## src/hdl/rpsel_pkg.sv

```systemverilog
/*
  Constants for the remappable pin select crossbar: sizes, selector
  layout, lock bit positions, pin presence masks and decode tables.
  Assumes nothing of its surroundings; every design file refers to it
  by rpsel_pkg::name.
*/
package rpsel_pkg;

  // Sizes of the crossbar
  localparam int NPIN     = 32;   // Remappable pins, four sets of eight
  localparam int NIN      = 24;   // Remappable peripheral inputs
  localparam int NOUT     = 17;   // Remappable peripheral outputs
  localparam int SELW     = 4;    // Width of one selector field
  localparam int ADRW     = 6;    // Selector address width
  localparam int SETPINS  = 8;    // Pins in one pin set
  localparam int NSEL     = 64;   // Selector slots in the bank

  // Selector address map: inputs at 0..23, pins at 32..63
  localparam logic [5:0] OUT_BASE = 6'h20;
  localparam int         OUT_FLAG = 5;    // Address bit marking a pin selector

  // Lock bit positions in their configuration words
  localparam int LOCK_BIT   = 13;   // mapping_write_lock in system_config_register
  localparam int ONEWAY_BIT = 29;   // single_session_lock in boot_config_word3

  // Reset value of every selector: no connection for pins, pin 0 of its set for inputs
  localparam logic [3:0] SEL_RST  = 4'h0;
  localparam int         RSV_BIT  = 3;    // Selector codes 1000 and up are reserved

  // Pin presence per package; bit n is pin n of the crossbar
  localparam logic [31:0] ONLY44_MASK = 32'hC020_E0A0;  // Only on 44-pin parts
  localparam logic [31:0] NOT28_MASK  = 32'h20C0_0040;  // Missing on 28-pin parts
  localparam logic [31:0] ALL_PINS    = 32'hFFFF_FFFF;

  // Peripheral output indices on the crossbar's output side
  localparam logic [4:0] PO_UART1_TRANSMIT     = 5'h00;
  localparam logic [4:0] PO_UART2_RTS          = 5'h01;
  localparam logic [4:0] PO_SPI1_SLAVE_SELECT  = 5'h02;
  localparam logic [4:0] PO_COMPARE1_OUTPUT    = 5'h03;
  localparam logic [4:0] PO_COMPARATOR2_RESULT = 5'h04;
  localparam logic [4:0] PO_SPI1_SERIAL_OUT    = 5'h05;
  localparam logic [4:0] PO_SPI2_SERIAL_OUT    = 5'h06;
  localparam logic [4:0] PO_COMPARE2_OUTPUT    = 5'h07;
  localparam logic [4:0] PO_COMPARATOR3_RESULT = 5'h08;
  localparam logic [4:0] PO_COMPARE4_OUTPUT    = 5'h09;
  localparam logic [4:0] PO_COMPARE5_OUTPUT    = 5'h0A;
  localparam logic [4:0] PO_REFCLK_OUTPUT      = 5'h0B;
  localparam logic [4:0] PO_UART1_RTS          = 5'h0C;
  localparam logic [4:0] PO_UART2_TRANSMIT     = 5'h0D;
  localparam logic [4:0] PO_SPI2_SLAVE_SELECT  = 5'h0E;
  localparam logic [4:0] PO_COMPARE3_OUTPUT    = 5'h0F;
  localparam logic [4:0] PO_COMPARATOR1_RESULT = 5'h10;
  localparam logic [4:0] PO_NONE               = 5'h1F;  // No connect or reserved

  // Output decode: per pin set, codes 0000..0111 to a peripheral output
  localparam logic [4:0] OUT_MAP [4][8] = '{
    '{PO_NONE, PO_UART1_TRANSMIT, PO_UART2_RTS, PO_SPI1_SLAVE_SELECT,
      PO_NONE, PO_COMPARE1_OUTPUT, PO_NONE, PO_COMPARATOR2_RESULT},
    '{PO_NONE, PO_NONE, PO_NONE, PO_SPI1_SERIAL_OUT,
      PO_SPI2_SERIAL_OUT, PO_COMPARE2_OUTPUT, PO_NONE, PO_COMPARATOR3_RESULT},
    '{PO_NONE, PO_NONE, PO_NONE, PO_SPI1_SERIAL_OUT,
      PO_SPI2_SERIAL_OUT, PO_COMPARE4_OUTPUT, PO_COMPARE5_OUTPUT, PO_REFCLK_OUTPUT},
    '{PO_NONE, PO_UART1_RTS, PO_UART2_TRANSMIT, PO_NONE,
      PO_SPI2_SLAVE_SELECT, PO_COMPARE3_OUTPUT, PO_NONE, PO_COMPARATOR1_RESULT}};

  // Pin set served by each peripheral input, in input index order:
  // 0 int4, 1 t2 clock, 2 capture4, 3 spi1 select, 4 refclk in,
  // 5 int3, 6 t3 clock, 7 capture3, 8 uart1 cts, 9 uart2 rx, 10 spi1 in,
  // 11 int2, 12 t4 clock, 13 capture1, 14 capture5, 15 uart1 rx,
  // 16 uart2 cts, 17 spi2 in, 18 fault B,
  // 19 int1, 20 t5 clock, 21 capture2, 22 spi2 select, 23 fault A
  localparam logic [1:0] IN_SET [24] = '{
    2'h0, 2'h0, 2'h0, 2'h0, 2'h0,
    2'h1, 2'h1, 2'h1, 2'h1, 2'h1, 2'h1,
    2'h2, 2'h2, 2'h2, 2'h2, 2'h2, 2'h2, 2'h2, 2'h2,
    2'h3, 2'h3, 2'h3, 2'h3, 2'h3};

endpackage

```

## src/hdl/rpsel_sel_if.sv

```systemverilog
/*
  Carrier between the crossbar top and its selector bank: one write
  port, one registered read port and every selector in parallel.
  Assumes both ends share the system clock.
*/
`timescale 1ns/1ps
interface rpsel_sel_if;
  logic                                      we;       // Write strobe
  logic [rpsel_pkg::ADRW-1:0]                waddr;    // Write address
  logic [rpsel_pkg::SELW-1:0]                wdata;    // Write data
  logic [rpsel_pkg::ADRW-1:0]                raddr;    // Read address
  logic [rpsel_pkg::SELW-1:0]                rdata;    // Registered read data
  logic [rpsel_pkg::NIN*rpsel_pkg::SELW-1:0]  in_sel;   // Input selectors
  logic [rpsel_pkg::NPIN*rpsel_pkg::SELW-1:0] out_sel;  // Pin selectors

  modport ctrl (output we, output waddr, output wdata, output raddr,
                input rdata, input in_sel, input out_sel);
  modport bank (input we, input waddr, input wdata, input raddr,
                output rdata, output in_sel, output out_sel);
endinterface

```

## src/hdl/rpsel_bank.sv

```systemverilog
/*
  Selector bank: 64 four-bit slots, write port, registered read port
  and all selector fields brought out in parallel for the crossbar.
  Assumes the top has already filtered writes against the lock.
*/
`timescale 1ns/1ps
module rpsel_bank (
  input  wire logic   clk,   // System clock
  input  wire logic   srst,  // Synchronous reset, active high
  input  wire logic   ce,    // Clock enable, freezes the bank when low
  rpsel_sel_if.bank   sel    // Selector port
);

  logic [rpsel_pkg::SELW-1:0] mem_q [rpsel_pkg::NSEL];  // Selector slots
  logic [rpsel_pkg::SELW-1:0] rdata_q;                  // Read data register

  // Slots reset to code 0, no connection for pin selectors, so no pin is driven after reset
  always_ff @(posedge clk) begin
    if (srst) begin
      for (int k = 0; k < rpsel_pkg::NSEL; k++) begin
        mem_q[k] <= rpsel_pkg::SEL_RST;
      end
      rdata_q <= rpsel_pkg::SEL_RST;
    end else if (ce) begin
      if (sel.we) begin
        mem_q[sel.waddr] <= sel.wdata;
      end
      rdata_q <= mem_q[sel.raddr];
    end
  end

  assign sel.rdata = rdata_q;

  // Parallel taps: inputs at the bottom, pin selectors from OUT_BASE up
  for (genvar g = 0; g < rpsel_pkg::NIN; g++) begin : g_in
    assign sel.in_sel[g*rpsel_pkg::SELW +: rpsel_pkg::SELW] = mem_q[g];
  end
  for (genvar g = 0; g < rpsel_pkg::NPIN; g++) begin : g_out
    assign sel.out_sel[g*rpsel_pkg::SELW +: rpsel_pkg::SELW] =
      mem_q[int'(rpsel_pkg::OUT_BASE) + g];
  end

endmodule

```

## src/hdl/rpsel_top.sv

```systemverilog
/*
  Remappable pin select crossbar. Peripheral inputs each pick one pin of
  their pin set; each pin picks one peripheral output. A lock guards the
  selectors, with an optional one-way mode undone only by reset.
  Assumes the unlock sequence is decoded elsewhere and shown on
  UNLOCK_OK, and that pads, peripherals and software share CLK_SYS.
*/
`timescale 1ns/1ps

// Functional notes
// - Each peripheral input has 4-bit pin selector.
// - Each pin has 4-bit peripheral output selector.
// - Input and output selectors are fully independent.
// - Pin set one codes and pins.
// - Pin set two codes and pins.
// - Pin set three codes and pins.
// - Pin set four codes and pins.
// - Pin set one output code decode.
// - Pin set two output code decode.
// - Pin set three output code decode.
// - Pin set four output code decode.
// - Output code zero disconnects; selectors reset zero.
// - Locked selector writes complete but change nothing.
// - Lock is bit 13 of system config.
// - One-way mode forbids clearing a set lock.
// - Only reset clears an engaged one-way lock.
// - Unprogrammed boot word leaves one-way mode on.
// - Pins absent in package have no pad.
// - Remap output overrides digital, never analog functions.

module rpsel_top #(
  parameter int PKG_PINS = 44  // Package pin count: 28, 36 or 44
) (
  input  wire logic                         CLK_SYS,         // System clock
  input  wire logic                         SRST,            // Reset, high
  input  wire logic                         CE,              // Clock enable
  input  wire logic [31:0]                  BOOT_CFG3,       // boot_config_word3
  input  wire logic                         CFG_WR,          // Config word write
  input  wire logic [31:0]                  CFG_WDATA,       // Config write data
  input  wire logic                         UNLOCK_OK,       // Unlock done
  input  wire logic                         SEL_WR,          // Selector write
  input  wire logic [rpsel_pkg::ADRW-1:0]   SEL_ADDR,        // Write address
  input  wire logic [rpsel_pkg::SELW-1:0]   SEL_WDATA,       // Write data
  input  wire logic [rpsel_pkg::ADRW-1:0]   SEL_RADDR,       // Read address
  output logic      [rpsel_pkg::SELW-1:0]   SEL_RDATA,       // Read data
  output logic                              SEL_WR_BLOCKED,  // Write dropped
  output logic                              MAP_LOCK,        // mapping_write_lock
  output logic                              ONE_WAY,         // single_session_lock
  input  wire logic [rpsel_pkg::NPIN-1:0]   PAD_IN,          // Pad input levels
  input  wire logic [rpsel_pkg::NPIN-1:0]   PAD_ANALOG,      // Pin in analog mode
  output logic      [rpsel_pkg::NPIN-1:0]   PAD_OUT,         // Pad output data
  output logic      [rpsel_pkg::NPIN-1:0]   PAD_OE,          // Pad output enable
  output logic      [rpsel_pkg::NPIN-1:0]   PAD_REMAP_ACT,   // Remap owns pin
  input  wire logic [rpsel_pkg::NOUT-1:0]   PERIPH_OUT,      // Peripheral data
  input  wire logic [rpsel_pkg::NOUT-1:0]   PERIPH_OE,       // Peripheral enable
  output logic      [rpsel_pkg::NIN-1:0]    PERIPH_IN        // Peripheral inputs
);

  // Pins bonded out in this package; the rest have no pad behind them
  localparam logic [31:0] PRESENT =
    (PKG_PINS >= 44) ? rpsel_pkg::ALL_PINS :
    (PKG_PINS >= 36) ? ~rpsel_pkg::ONLY44_MASK :
                       ~(rpsel_pkg::ONLY44_MASK | rpsel_pkg::NOT28_MASK);

  localparam int SW = rpsel_pkg::SELW;  // Short alias for field width

  rpsel_sel_if sel ();  // Carrier to the selector bank

  logic                          lock_q;        // mapping_write_lock
  logic                          lock_d;        // Next lock value
  logic                          oneway_q;      // single_session_lock, caught at reset
  logic                          blocked_q;     // Dropped write pulse
  logic [rpsel_pkg::NPIN-1:0]    pad_out_q;     // Registered pad data
  logic [rpsel_pkg::NPIN-1:0]    pad_oe_q;      // Registered pad enable
  logic [rpsel_pkg::NPIN-1:0]    pad_act_q;     // Registered override flag
  logic [rpsel_pkg::NIN-1:0]     per_in_q;      // Registered peripheral inputs
  logic [rpsel_pkg::NPIN-1:0]    pad_out_d;     // Crossbar pad data
  logic [rpsel_pkg::NPIN-1:0]    pad_oe_d;      // Crossbar pad enable
  logic [rpsel_pkg::NPIN-1:0]    pad_act_d;     // Crossbar override flag
  logic [rpsel_pkg::NIN-1:0]     per_in_d;      // Crossbar peripheral inputs
  logic [31:0]                   pout_ext;      // Peripheral data, padded
  logic [31:0]                   poe_ext;       // Peripheral enable, padded
  logic [31:0]                   pad_dig;       // Pad levels seen as digital

  // Write decode
  wire cfg_take   = CFG_WR & UNLOCK_OK;
  wire want_lock  = CFG_WDATA[rpsel_pkg::LOCK_BIT];
  wire clr_stuck  = oneway_q & lock_q;
  wire addr_out   = SEL_ADDR[rpsel_pkg::OUT_FLAG];
  wire addr_ok    = addr_out | (int'(SEL_ADDR) < rpsel_pkg::NIN);
  wire sel_take   = SEL_WR & ~lock_q & addr_ok;
  wire sel_drop   = SEL_WR & ~sel_take;

  // Lock next value; a clear is refused while one-way mode holds it
  always_comb begin
    lock_d = lock_q;
    if (cfg_take) begin
      if (want_lock) begin
        lock_d = 1'b1;
      end else if (!clr_stuck) begin
        lock_d = 1'b0;
      end
    end
  end

  // Lock and one-way flag; reset is the only path out of one-way lock.
  // One-way mode is sampled from the boot word while reset is held, so
  // an erased word (all ones) keeps it on.
  always_ff @(posedge CLK_SYS) begin
    if (SRST) begin
      lock_q   <= 1'b0;
      oneway_q <= BOOT_CFG3[rpsel_pkg::ONEWAY_BIT];
    end else if (CE) begin
      lock_q   <= lock_d;
    end
  end

  // Bank write and read requests; a locked or unmapped write never reaches the bank
  assign sel.we    = sel_take & CE;
  assign sel.waddr = SEL_ADDR;
  assign sel.wdata = SEL_WDATA;
  assign sel.raddr = SEL_RADDR;

  rpsel_bank u_bank (
    .clk  (CLK_SYS),
    .srst (SRST),
    .ce   (CE),
    .sel  (sel)
  );

  // Padding lets the no-connect index fall on a constant zero
  assign pout_ext = 32'(PERIPH_OUT);
  assign poe_ext  = 32'(PERIPH_OE);
  // Analog pins read as low and absent pins as low
  assign pad_dig  = 32'(PAD_IN) & ~32'(PAD_ANALOG) & PRESENT;

  // Pin side: each pin decodes its own selector within its set
  for (genvar p = 0; p < rpsel_pkg::NPIN; p++) begin : g_pin
    wire [SW-1:0] code = sel.out_sel[p*SW +: SW];
    wire [4:0]    pidx = code[rpsel_pkg::RSV_BIT] ? rpsel_pkg::PO_NONE :
                         rpsel_pkg::OUT_MAP[p/rpsel_pkg::SETPINS][code[2:0]];
    wire          live = (pidx != rpsel_pkg::PO_NONE) &
                         PRESENT[p] & ~PAD_ANALOG[p];
    assign pad_act_d[p] = live;
    assign pad_out_d[p] = live & pout_ext[pidx];
    assign pad_oe_d[p]  = live & poe_ext[pidx];
  end

  // Input side: each input picks pin set*8 + code from its own set.
  // Inputs and pins decode from separate selectors, so one peripheral's
  // input and output may sit on unrelated pins.
  for (genvar i = 0; i < rpsel_pkg::NIN; i++) begin : g_in
    wire [SW-1:0] code = sel.in_sel[i*SW +: SW];
    wire [4:0]    pin  = {rpsel_pkg::IN_SET[i], code[2:0]};
    assign per_in_d[i] = ~code[rpsel_pkg::RSV_BIT] & pad_dig[pin];
  end

  // Output registers; the crossbar adds one cycle of latency so every
  // pad and peripheral line leaves from a flip-flop.
  always_ff @(posedge CLK_SYS) begin
    if (SRST) begin
      pad_out_q <= '0;
      pad_oe_q  <= '0;
      pad_act_q <= '0;
      per_in_q  <= '0;
      blocked_q <= 1'b0;
    end else if (CE) begin
      pad_out_q <= pad_out_d;
      pad_oe_q  <= pad_oe_d;
      pad_act_q <= pad_act_d;
      per_in_q  <= per_in_d;
      blocked_q <= sel_drop;
    end
  end

  // Ports
  assign PAD_OUT        = pad_out_q;
  assign PAD_OE         = pad_oe_q;
  assign PAD_REMAP_ACT  = pad_act_q;
  assign PERIPH_IN      = per_in_q;
  assign MAP_LOCK       = lock_q;
  assign ONE_WAY        = oneway_q;
  assign SEL_WR_BLOCKED = blocked_q;
  assign SEL_RDATA      = sel.rdata;

endmodule

```

## config.mk

```make
export PLATFORM = sky130hd
export DESIGN_NAME = rpsel_top
export DESIGN_NICKNAME = d
export VERILOG_FILES = /design/src/hdl/rpsel_pkg.sv /design/src/hdl/rpsel_sel_if.sv /design/src/hdl/rpsel_bank.sv /design/src/hdl/rpsel_top.sv
export SDC_FILE = /design/constraint.sdc
export NUM_CORES = 1
export LEC_CHECK = 0
export ABC_AREA = 1
export BUFFER_PORTS_ARGS = -buffer_cell sky130_fd_sc_hd__buf_2
export CORE_ASPECT_RATIO = 0.75
export CORE_MARGIN = 3
export CORE_UTILIZATION = 44
export CTS_BUF_LIST = sky130_fd_sc_hd__clkbuf_4 sky130_fd_sc_hd__clkbuf_8
export CTS_CLUSTER_SIZE = 24
export DETAILED_ROUTE_END_ITERATION = 8
export GPL_TIMING_DRIVEN = 0
export SLEW_MARGIN = 20
export SYNTH_ARGS = -nofsm -noshare
export SYNTH_HDL_FRONTEND = slang
export SYNTH_SLANG_ARGS = --single-unit
```

## constraint.sdc

```tcl
create_clock -name CLK_SYS -period 5.2 [get_ports CLK_SYS]
set_clock_uncertainty 0.15 [all_clocks]
set_input_delay 0 -clock CLK_SYS [delete_from_list [all_inputs] [get_ports CLK_SYS]]
set_output_delay 0 -clock CLK_SYS [all_outputs]
set_load 0.005 [all_outputs]
```

# After elaboration in Yosys (flattened, before gate mapping)
# Memory sizes are Yosys's and may differ from the RTL's. A register that Yosys moved wholly into a read port is not among the register bits.
# Cells that the tools add are included.
[totals] in_bits=184 word_cells=666 latch_bits=0 mem_bits_rw=256 register_bits=123 output_inout_bits=127 mem_count=33 romBits=1280
[op_classes] n_addsub=0 muxes=283 div=0 n_eq_ne=33 bitwise=219 multipliers=0 shift=0 magnitude_cmp=89 reduce_logical=2
[mem_list] memory="u_bank.mem_q" depth=64 width=4 rd=57 rd_clocked_by_memory_dff=1 wr=64 line="rpsel_bank.sv:14" source="logic [rpsel_pkg::SELW-1:0] mem_q [rpsel_pkg::NSEL];"
[mem_list] memory="(no name shown)" depth=8 width=5 rd=1 rd_clocked_by_memory_dff=0 wr=0 line="rpsel_top.sv:141" source="rpsel_pkg::OUT_MAP[p/rpsel_pkg::SETPINS][code[2:0]];"
[mem_list] memory="(no name shown)" depth=8 width=5 rd=1 rd_clocked_by_memory_dff=0 wr=0 line="rpsel_top.sv:141"
[mem_list] memory="(no name shown)" depth=8 width=5 rd=1 rd_clocked_by_memory_dff=0 wr=0 line="rpsel_top.sv:141"
[mem_list] memory="(no name shown)" depth=8 width=5 rd=1 rd_clocked_by_memory_dff=0 wr=0 line="rpsel_top.sv:141"
[mem_list] memory="(no name shown)" depth=8 width=5 rd=1 rd_clocked_by_memory_dff=0 wr=0 line="rpsel_top.sv:141"
[mem_list] memory="27 more memories"
[ops] op="2-to-1 mux 5 bit" count=96
[ops] op="binary-select mux 1 bit (select 5 bit)" count=64
[ops] op="< comparator 5 x 6 -> 1 bit (second input constant)" count=45
[ops] op="!= test 5 bit (second input constant)" count=32
[ops] op="greater-or-equal comparator 4 bit (second input constant)" count=32
[ops] op="NOT 3 -> 4 bit" count=32
[ops] op="AND 1 bit" count=126
[ops] op="2-to-1 mux 1 bit" count=97
[ops] op="binary-select mux 1 bit (select 3 bit)" count=24
[ops] op="NOT 1 bit" count=58
[ops] op="< comparator 4 x 6 -> 1 bit (second input constant)" count=6
[ops] op="AND 32 bit" count=1
[ops] op="NOT 32 bit" count=1
[ops] op="< comparator 3 x 6 -> 1 bit (second input constant)" count=5
[ops] op="< comparator 6 x 5 -> 1 bit (second input constant)" count=1
[ops] op="2-to-1 mux 6 bit" count=1
[ops] op="2-to-1 mux 4 bit" count=1
[ops] op="OR reduction 4 bit" count=1
[ops] op="AND reduction 3 bit" count=1
[ops] op="!= test 2 bit (second input constant)" count=1
[ops] op="OR 1 bit" count=1

# Depth between registers and ports, before layout
# Gate-level depths: netlist of run 1.
[depth] ltp_word=10 depth_mapped=14 ltp_nobuf=12

# By module
# From an unflattened synthesis of run 1, not the netlist that was laid out.
[unflattened] cells_unflattened=3965 hier_area_um2=26395.3
[by_module_without_submodules] mod="rpsel_top" area_each_um2=14256.2 instances=1 seq_area_each_um2=2472.4 cells_per_inst=2660
[by_module_without_submodules] mod="rpsel_bank" area_each_um2=12139.1 instances=1 seq_area_each_um2=7767.4 cells_per_inst=1305

# Worst setup path after synthesis of run 1
# OpenSTA, ideal clock, no wires.
[synth_timing] path_type="flip-flop to flip-flop" startpoint="memory u_bank.mem_q[62][0] (netlist name)" endpoint="register pad_out_q (netlist bit PAD_OUT[30])" path_stages_with_launch=10 path_buffers=1 setup_time_ns=0.132 t_required_ns=4.918 setup_slack_ns=3.311 arrival_time_ns=1.607 synth_period_minus_slack_ns=1.889 cell_sequence="edfxtp_1 > ha_1 > or2_2 > nand2_1 > buf_2 > o211ai_1 > a21oi_1 > nand2_1 > nand2_1 > a21oi_1"
[synth_lines] item="from (decl)" line="rpsel_bank.sv:14"
[synth_lines] item="to (signal assigned)" line="rpsel_top.sv:168" source="pad_out_q <= pad_out_d;"
[synth_lines] item="to (decl)" line="rpsel_top.sv:73" source="logic [rpsel_pkg::NPIN-1:0] pad_out_q;"

==> results of run 1 <==
power groups by stage:
stage | clock (mW) | sequential, mW | combinational (mW)
finish | 3.02 | 3.48 | 1.44
global route | 3.16 | 3.49 | 1.56
CTS | 3.04 | 3.47 | 1.38
detailed placement | 0 | 3.54 | 1.29
global placement | 0 | 3.53 | 1.29
floorplan | 0 | 3.50 | 0.785
cell families (layout without fill, tap and decap cells):
logic type,count (synthesis),after routing,synth area share (%)
fa+ha+maj,45,45,2.24
flops,383,383,40.7
buf+inv,532,1041,8.15
simple gates,2080,2080,34.1
other cells,1,34,0.0149
compound gates,681,681,14.8
flip-flops by register name, indices dropped and copies added (netlist names):
name,flops
u_bank.mem_q,256
PAD_OE,32
PAD_OUT,32
PAD_REMAP_ACT,32
PERIPH_IN,24
u_bank.sel.rdata,4
MAP_LOCK,1
ONE_WAY,1
SEL_WR_BLOCKED,1
worst paths after layout:
kind,start,end,slack [ns],cells past startpoint
max,u_bank.mem_q[40][1],PAD_OE[8],1.43,14
min,CE,PAD_REMAP_ACT[0],0.07,4
max reg2reg,u_bank.mem_q[40][1],PAD_OE[8],1.43,14
min reg2reg,PAD_OE[15],PAD_OE[15],0.31,2
through the flow:
step / total power [mW] / setup WS [ns] / hold slack, ns / instance area (um^2) / utilization [%]
after floorplan: 4.29 / 3.31 / -0.0511 / 25300 / -
after global placement: 4.82 / 1.89 / 0.0300 / 27400 / 48.7
after detailed placement: 4.83 / 1.92 / 0.0347 / 27400 / 48.7
after CTS: 7.90 / 1.53 / 0.00801 / 30400 / 54.0
after global routing: 8.21 / 1.33 / 0.0672 / 30400 / 54.1
final: 7.94 / 1.43 / 0.0719 / 30400 / 54.1
final cells by class:
type,count,share of cell area [%]
multi-input cells,2838,42.8
flip-flops and latches,383,33.7
repair buffers,392,9.09
inverters,347,4.28
clock buffers,103,4.15
well taps,731,3.01
plain buffers,185,2.46
clock inverters,14,0.473
diodes,2,0.0165
cell usage after synthesis, drive strengths merged, types with 2 or more instances:
cell type / instances
edfxtp: 257
clkbuf: 135
o211ai: 85
a31oi: 14
a21oi: 291
ha: 45
buf: 50
nor4: 2
clkinv: 6
nor2: 432
or2: 4
nand2: 1125
a211oi: 2
inv: 341
o31ai: 4
a21boi: 2
dfxtp: 126
nor3: 36
nand3: 462
o22ai: 28
o21ai: 248
nand4: 13
o21bai: 6
nand3b: 6
worst register-to-register path: stages, from the launching register on:
cell	delay (ns)
sky130_fd_sc_hd__edfxtp_1	0.46
sky130_fd_sc_hd__ha_1	0.31
sky130_fd_sc_hd__nor2_1	0.13
sky130_fd_sc_hd__nand2_2	0.15
sky130_fd_sc_hd__inv_1	0.24
sky130_fd_sc_hd__nand2_1	0.09
sky130_fd_sc_hd__nand3_1	0.08
sky130_fd_sc_hd__a21oi_1	0.06
sky130_fd_sc_hd__dlygate4sd3_1	0.57
sky130_fd_sc_hd__nand2_1	0.07
sky130_fd_sc_hd__dlygate4sd3_1	0.55
sky130_fd_sc_hd__nand2_1	0.05
sky130_fd_sc_hd__dlygate4sd3_1	0.55
sky130_fd_sc_hd__nand2_1	0.09
sky130_fd_sc_hd__a21oi_1	0.06
routing by layer:
layer  vias to the layer above  global-route usage, %  wire length, um
met5                         -                      0                0
met4                         0                   14.8             4690
met1                     13207                   51.3            45600
met2                      1765                   51.2            44900
met3                       240                   9.24            14900
li1                      13367                      -                -
==> qor.json, run 1 <==
{
  "layout-area-overhead-vs-synth": {"value": 20.8, "unit": "%"},
  "wire_length_of_the_first_global_routing_pass": {"value": 159000, "unit": "um"},
  "cpMaxStageDelayCell": {"value": "sky130_fd_sc_hd__dlygate4sd3_1"},
  "cts-resized-gates": {"value": 0},
  "die_height": {"value": 213, "unit": "um"},
  "cts_sinks": {"value": 383},
  "netlist_top_cells_area": {"value": "sky130_fd_sc_hd__edfxtp_1 (31%), sky130_fd_sc_hd__nand2_1 (17%), sky130_fd_sc_hd__dfxtp_1 (10%)"},
  "post-place-cells": {"value": 4716},
  "drv.max_cap_violation_count": {"value": 0},
  "power-per-cell-area": {"value": 261, "unit": "nW/um^2"},
  "worst_ir_drop_vdd": {"value": 0.000149, "unit": "V"},
  "critical_path_required": {"value": 5.54, "unit": "ns"},
  "ys_async_sr_fraction": {"value": 0, "unit": "%"},
  "vias": {"value": 28579},
  "cts.path.max_buffers": {"value": 3},
  "dp_hpwl": {"value": 82000, "unit": "um"},
  "final.fill_count": {"value": 5611},
  "critPathBufInv": {"value": 4},
  "ys_ff_latch": {"value": 383},
  "power_report.internal_total": {"value": 5.50, "unit": "mW"},
  "share_clk_of_total_power": {"value": 38.0, "unit": "%"},
  "synth_largest_type_area_fraction": {"value": 30.7, "unit": "%"},
  "multi_input_area": {"value": 13000, "unit": "um^2"},
  "worst_slew_margin_rel": {"value": 14.9, "unit": "%"},
  "grt_pass1_vias": {"value": 25685},
  "first_iter_violations": {"value": 3948},
  "run_status": {"value": "complete, no violations"},
  "ant_nets": {"value": 0},
  "critPathTopFamily": {"value": "buffers and inverters"},
  "fraction_of_power_consumed_by_combinational_cells": {"value": 18.2, "unit": "%"},
  "layout-drive-gt1-share": {"value": 9.64, "unit": "%"},
  "holdBufCountCts": {"value": 160},
  "netlist_instances": {"value": 3722},
  "timing.critical_path.cells": {"value": "ha_1 > nor2_1 > nand2_2 > inv_1 > nand2_1 > nand3_1 > a21oi_1 > dlygate4sd3_1 > nand2_1 > dlygate4sd3_1 > nand2_1 > dlygate4sd3_1 > nand2_1 > a21oi_1"},
  "placement_rows": {"value": 75},
  "final_instance_count_without_filler_cells": {"value": 4995},
  "grt_setup_unrepaired": {"value": "no"},
  "critical_path_arrival": {"value": 4.11, "unit": "ns"},
  "die-width": {"value": 282, "unit": "um"},
  "floorplan.initialDensity": {"value": 44.8, "unit": "%"},
  "antenna_found_initial": {"value": 3},
  "hold_path.class": {"value": "input port to flip-flop"},
  "leakagePower": {"value": 13.5, "unit": "nW"},
  "final_net_count": {"value": 4443},
  "ys_types": {"value": 35},
  "net_sw_power": {"value": 2.44, "unit": "mW"},
  "timing.critical_path.mode_cell": {"value": "sky130_fd_sc_hd__nand2_1"},
  "number_of_warning_messages_in_the_yosys_log": {"value": 0},
  "totalNegativeSetupSlack": {"value": 0, "unit": "ns"},
  "final_common_cell": {"value": "sky130_fd_sc_hd__nand2_1"},
  "synthesis.area": {"value": 25200, "unit": "um^2"},
  "synth.yosys.seq_area_share": {"value": 40.7, "unit": "%"},
  "finalCriticalPeriod": {"value": 3.77, "unit": "ns"},
  "p_seq_share": {"value": 43.8, "unit": "%"},
  "cts.clk_slew.worst_paths": {"value": 0.06, "unit": "ns"},
  "crit_fanout": {"value": 10},
  "worst_setup_path_end_kind": {"value": "flip-flop"},
  "synth_largest_area_cell": {"value": "sky130_fd_sc_hd__edfxtp_1"},
  "gp_congestion": {"value": 1.03},
  "core_area": {"value": 56200, "unit": "um^2"},
  "timing.final.max_slew_violations": {"value": 0},
  "root_buffer_master": {"value": "sky130_fd_sc_hd__clkbuf_8"},
  "globalRoute.totalOverflow": {"value": 0},
  "clock_tree.htree_level_count": {"value": 3},
  "wl_per_cell": {"value": 22.0, "unit": "um"},
  "dr.pass1.iters": {"value": 6},
  "total_clock_buffers_created_by_cts": {"value": 67},
  "grt_max_degree": {"value": 11},
  "drc": {"value": 0},
  "io_pins": {"value": 311},
  "worst-slew-pin-transition": {"value": 1.28, "unit": "ns"},
  "commonest_cells_after_routing_fill_and_taps_aside": {"value": "sky130_fd_sc_hd__nand2_1 (1123), sky130_fd_sc_hd__nand3_1 (462), sky130_fd_sc_hd__nor2_1 (430)"},
  "achievable-frequency": {"value": 0.265, "unit": "GHz"},
  "postSynth.topFlopCell": {"value": "sky130_fd_sc_hd__edfxtp_1"},
  "critPathLaunchType": {"value": "flip-flop"},
  "synth-edff-count": {"value": 257},
  "average_footprint_of_a_synthesized_cell": {"value": 6.76, "unit": "um^2"},
  "io_buffers": {"value": 232},
  "power.share.switching": {"value": 30.7, "unit": "%"},
  "worstSkewPairLatency": {"value": 0.67, "unit": "ns"},
  "timing_hold_violations_final": {"value": 0},
  "timing.critical_path.slowest_cell_delay": {"value": 0.57, "unit": "ns"},
  "postRouteWirelength": {"value": 110000, "unit": "um"},
  "groute.usage.overall": {"value": 35.8, "unit": "%"},
  "period_share": {"value": 72.5, "unit": "%"},
  "regArea": {"value": 10200, "unit": "um^2"},
  "post-cts-setup-buffer-count": {"value": 0},
  "tritoncts": {"value": "yes"},
  "criticalPathCategory": {"value": "flip-flop to flip-flop"},
  "dieArea": {"value": 60100, "unit": "um^2"},
  "setup_viols_final": {"value": 0},
  "post_drt_via_cell_ratio": {"value": 5.72}
}
Power figures use the tool's default switching activity.
==> inputs of run 2 (changes only) <==
--- a/config.mk
+++ b/config.mk
@@ -5,7 +5,7 @@
 export SDC_FILE = /design/constraint.sdc
 export NUM_CORES = 1
 export LEC_CHECK = 0
-export ABC_AREA = 1
+export ABC_AREA = 0
 export BUFFER_PORTS_ARGS = -buffer_cell sky130_fd_sc_hd__buf_2
 export CORE_ASPECT_RATIO = 0.75
 export CORE_MARGIN = 3
==> constraint.sdc (replaced) <==
create_clock -name CLK_SYS -period 3.6 [get_ports CLK_SYS]
set_clock_uncertainty 0.15 [all_clocks]
set_input_delay 0 -clock CLK_SYS [delete_from_list [all_inputs] [get_ports CLK_SYS]]
set_output_delay 0 -clock CLK_SYS [all_outputs]
set_load 0.005 [all_outputs]
==> qor.json, run 2 <==
{
  "run_status": {"value": "complete, but fails checks"},
  "failing_checks": {"value": "setup timing"},
  "grt_setup_unrepaired": {"value": "no"},
  "tritoncts": {"value": "yes"},
  "io_pins": {"value": 311},
  "postRouteWirelength": {"value": 108000, "unit": "um"},
  "critPathBufInv": {"value": 1},
  "ys_async_sr_fraction": {"value": 0, "unit": "%"},
  "layout-drive-gt1-share": {"value": 19.7, "unit": "%"},
  "commonest_cells_after_routing_fill_and_taps_aside": {"value": "sky130_fd_sc_hd__buf_2 (259), sky130_fd_sc_hd__edfxtp_1 (257), sky130_fd_sc_hd__and3_1 (229)"},
  "wire_length_of_the_first_global_routing_pass": {"value": 152000, "unit": "um"},
  "io_buffers": {"value": 237},
  "timing_hold_violations_final": {"value": 0},
  "grt_pass1_vias": {"value": 22024},
  "critical_path_required": {"value": 3.80, "unit": "ns"},
  "synth-edff-count": {"value": 257},
  "cts_sinks": {"value": 383},
  "crit_fanout": {"value": 10},
  "leakagePower": {"value": 12.2, "unit": "nW"},
  "timing.critical_path.slowest_cell_delay": {"value": 0.66, "unit": "ns"},
  "antenna_found_initial": {"value": 8},
  "worst_slack": {"value": -0.0286, "unit": "ns"},
  "die_height": {"value": 211, "unit": "um"},
  "root_buffer_master": {"value": "sky130_fd_sc_hd__clkbuf_8"},
  "final_common_cell": {"value": "sky130_fd_sc_hd__buf_2"},
  "dr.pass1.iters": {"value": 7},
  "totalNegativeSetupSlack": {"value": -0.336, "unit": "ns"},
  "critPathLaunchType": {"value": "flip-flop"},
  "synth.yosys.seq_area_share": {"value": 41.6, "unit": "%"},
  "wl_per_cell": {"value": 30.5, "unit": "um"},
  "achievable-frequency": {"value": 0.276, "unit": "GHz"},
  "netlist_instances": {"value": 2338},
  "worst-slew-pin-transition": {"value": 1.26, "unit": "ns"},
  "worst_setup_path_end_kind": {"value": "flip-flop"},
  "ant_nets": {"value": 0},
  "drv.max_cap_violation_count": {"value": 0},
  "ys_ff_latch": {"value": 383},
  "power-per-cell-area": {"value": 401, "unit": "nW/um^2"},
  "max_flop_register": {"value": "u_bank.mem_q"},
  "critical_path_arrival": {"value": 3.83, "unit": "ns"},
  "average_footprint_of_a_synthesized_cell": {"value": 10.5, "unit": "um^2"},
  "timing.final.max_slew_violations": {"value": 0},
  "worstSkewPairLatency": {"value": 0.67, "unit": "ns"},
  "finish.instance_area": {"value": 29400, "unit": "um^2"},
  "cpMaxStageDelayCell": {"value": "sky130_fd_sc_hd__nor2_1"},
  "cts.path.max_buffers": {"value": 3},
  "vias": {"value": 23615},
  "placement.cell_area": {"value": 26800, "unit": "um^2"},
  "ys_types": {"value": 69},
  "gp_congestion": {"value": 1.05},
  "placement_rows": {"value": 74},
  "setup_viols_final": {"value": 27},
  "dieArea": {"value": 58800, "unit": "um^2"},
  "criticalPathCategory": {"value": "flip-flop to flip-flop"},
  "final.fill_count": {"value": 4913},
  "globalRoute.totalOverflow": {"value": 0},
  "total_clock_buffers_created_by_cts": {"value": 68},
  "finalCriticalPeriod": {"value": 3.63, "unit": "ns"},
  "clock_tree.htree_level_count": {"value": 3},
  "post-cts-setup-buffer-count": {"value": 0},
  "drc": {"value": 0},
  "synth_largest_type_area_fraction": {"value": 31.4, "unit": "%"},
  "groute.usage.overall": {"value": 35.8, "unit": "%"},
  "layout-area-overhead-vs-synth": {"value": 19.5, "unit": "%"},
  "max_ffs_per_register": {"value": 256},
  "number_of_warning_messages_in_the_yosys_log": {"value": 0},
  "post-place-cells": {"value": 3328},
  "dp_hpwl": {"value": 81300, "unit": "um"},
  "grt_max_degree": {"value": 11},
  "synthesis.area": {"value": 24600, "unit": "um^2"},
  "final_net_count": {"value": 3012},
  "first_iter_violations": {"value": 3265},
  "core_area": {"value": 54900, "unit": "um^2"},
  "timing.critical_path.mode_cell": {"value": "sky130_fd_sc_hd__nor2_1"},
  "worst_ir_drop_vdd": {"value": 0.000254, "unit": "V"},
  "worst_slew_margin_rel": {"value": 16.3, "unit": "%"},
  "layout.core_utilization": {"value": 53.6, "unit": "%"},
  "hold_path.class": {"value": "input port to flip-flop"},
  "period_share": {"value": 101, "unit": "%"},
  "yosys.cell_count.top_type": {"value": "sky130_fd_sc_hd__edfxtp_1"},
  "final_instance_count_without_filler_cells": {"value": 3562},
  "postSynth.topFlopCell": {"value": "sky130_fd_sc_hd__edfxtp_1"},
  "cts.clk_slew.worst_paths": {"value": 0.05, "unit": "ns"},
  "critPathTopFamily": {"value": "simple AND/OR/NAND/NOR gates"},
  "timing.critical_path.cells": {"value": "nor2b_1 > o21ai_1 > nor2_1 > nand2_1 > nor2_1 > clkbuf_1 > a21o_1"},
  "die-width": {"value": 279, "unit": "um"},
  "netlist_top_cells_area": {"value": "sky130_fd_sc_hd__edfxtp_1 (31%), sky130_fd_sc_hd__mux4_2 (12%), sky130_fd_sc_hd__dfxtp_1 (10%)"},
  "post_drt_via_cell_ratio": {"value": 6.63},
  "floorplan.initialDensity": {"value": 44.8, "unit": "%"},
  "synth_largest_area_cell": {"value": "sky130_fd_sc_hd__edfxtp_1"},
  "synth_top_cells_by_count": {"value": "sky130_fd_sc_hd__edfxtp_1 (257), sky130_fd_sc_hd__and3_1 (229), sky130_fd_sc_hd__clkbuf_1 (173), sky130_fd_sc_hd__mux2i_1 (162), sky130_fd_sc_hd__a21oi_1 (161)"}
}
[run 2: cells by family (layout without fill, tap and decap cells)]
| logic type | after synthesis | in the layout | synth area share, % |
|---|---|---|---|
| other | 1 | 35 | 0.0152 |
| AOI/OAI and AO/OA | 523 | 523 | 13.9 |
| and+or+nand+nor | 813 | 813 | 17.7 |
| DFF | 383 | 383 | 41.6 |
| adders and majority gates | 45 | 45 | 2.29 |
| muxes | 320 | 320 | 20.3 |
| buffers and inverters | 253 | 721 | 4.15 |
[run 2: cell type report]
type	count	area, um^2	share of cell area [%]
clock inverters	22	218	0.740
flip-flops and latches	383	10200	34.8
multi-input cells	1733	13500	45.9
inverters	44	165	0.562
diodes	3	7.51	0.0255
clock buffers	102	1250	4.26
plain buffers	209	870	2.96
well taps	722	903	3.07
repair buffers	344	2260	7.68
[run 2: worst paths after layout]
check	from	endpoint	cells after the start	slack (ns)
setup reg to reg	MAP_LOCK	u_bank.mem_q[45][2]	7	-0.03
hold / removal	SEL_WR	SEL_WR_BLOCKED	4	0.05
hold reg to reg	PAD_OE[4]	PAD_OE[4]	2	0.28
setup / recovery	MAP_LOCK	u_bank.mem_q[45][2]	7	-0.03
[run 2: stage by stage]
stage | setup slack [ns] | total power [mW] | hold slack, ns
after global placement | -0.449 | 7.11 | 0.0344
after floorplan | 1.00 | 6.33 | -0.0511
after detailed placement | -0.244 | 7.15 | 0.0321
after global routing | 0.00472 | 12.1 | 0.0208
final | -0.0286 | 11.8 | 0.0476
after CTS | 0.0176 | 11.7 | 0.00637
[run 2: report_power, final]
group / total (mW) / internal, mW / switching [mW]
combinational: 2.13 / 0.849 / 1.28
sequential: 5.14 / 4.90 / 0.235
clock: 4.53 / 2.52 / 2.01
total: 11.8 / 8.27 / 3.52
[run 2: worst min-delay path: cells and delay by family]
| kind | cells | cell delay, ns |
|---|---|---|
| buf+inv | 2 | 0.67 |
| simple gates | 1 | 0.07 |
| compound gates | 1 | 0.06 |
[run 2: timing repair]
action,CTS,global route
gates resized for setup,5,17
gates cloned,0,0
hold buffers,105,2
hold endpoints to repair,179,1
setup endpoints to repair,118,210
[run 2: routing by layer]
layer | track usage, % | up-vias | wire, um | share of wire, %
met1 | 49.5 | 11570 | 42500 | 39
met4 | 15.8 | 10 | 5140 | 4.7
met5 | 0 | - | 69 | 0.064
met2 | 50.0 | 1879 | 44200 | 41
met3 | 13.5 | 283 | 16600 | 15
li1 | - | 9873 | - | -
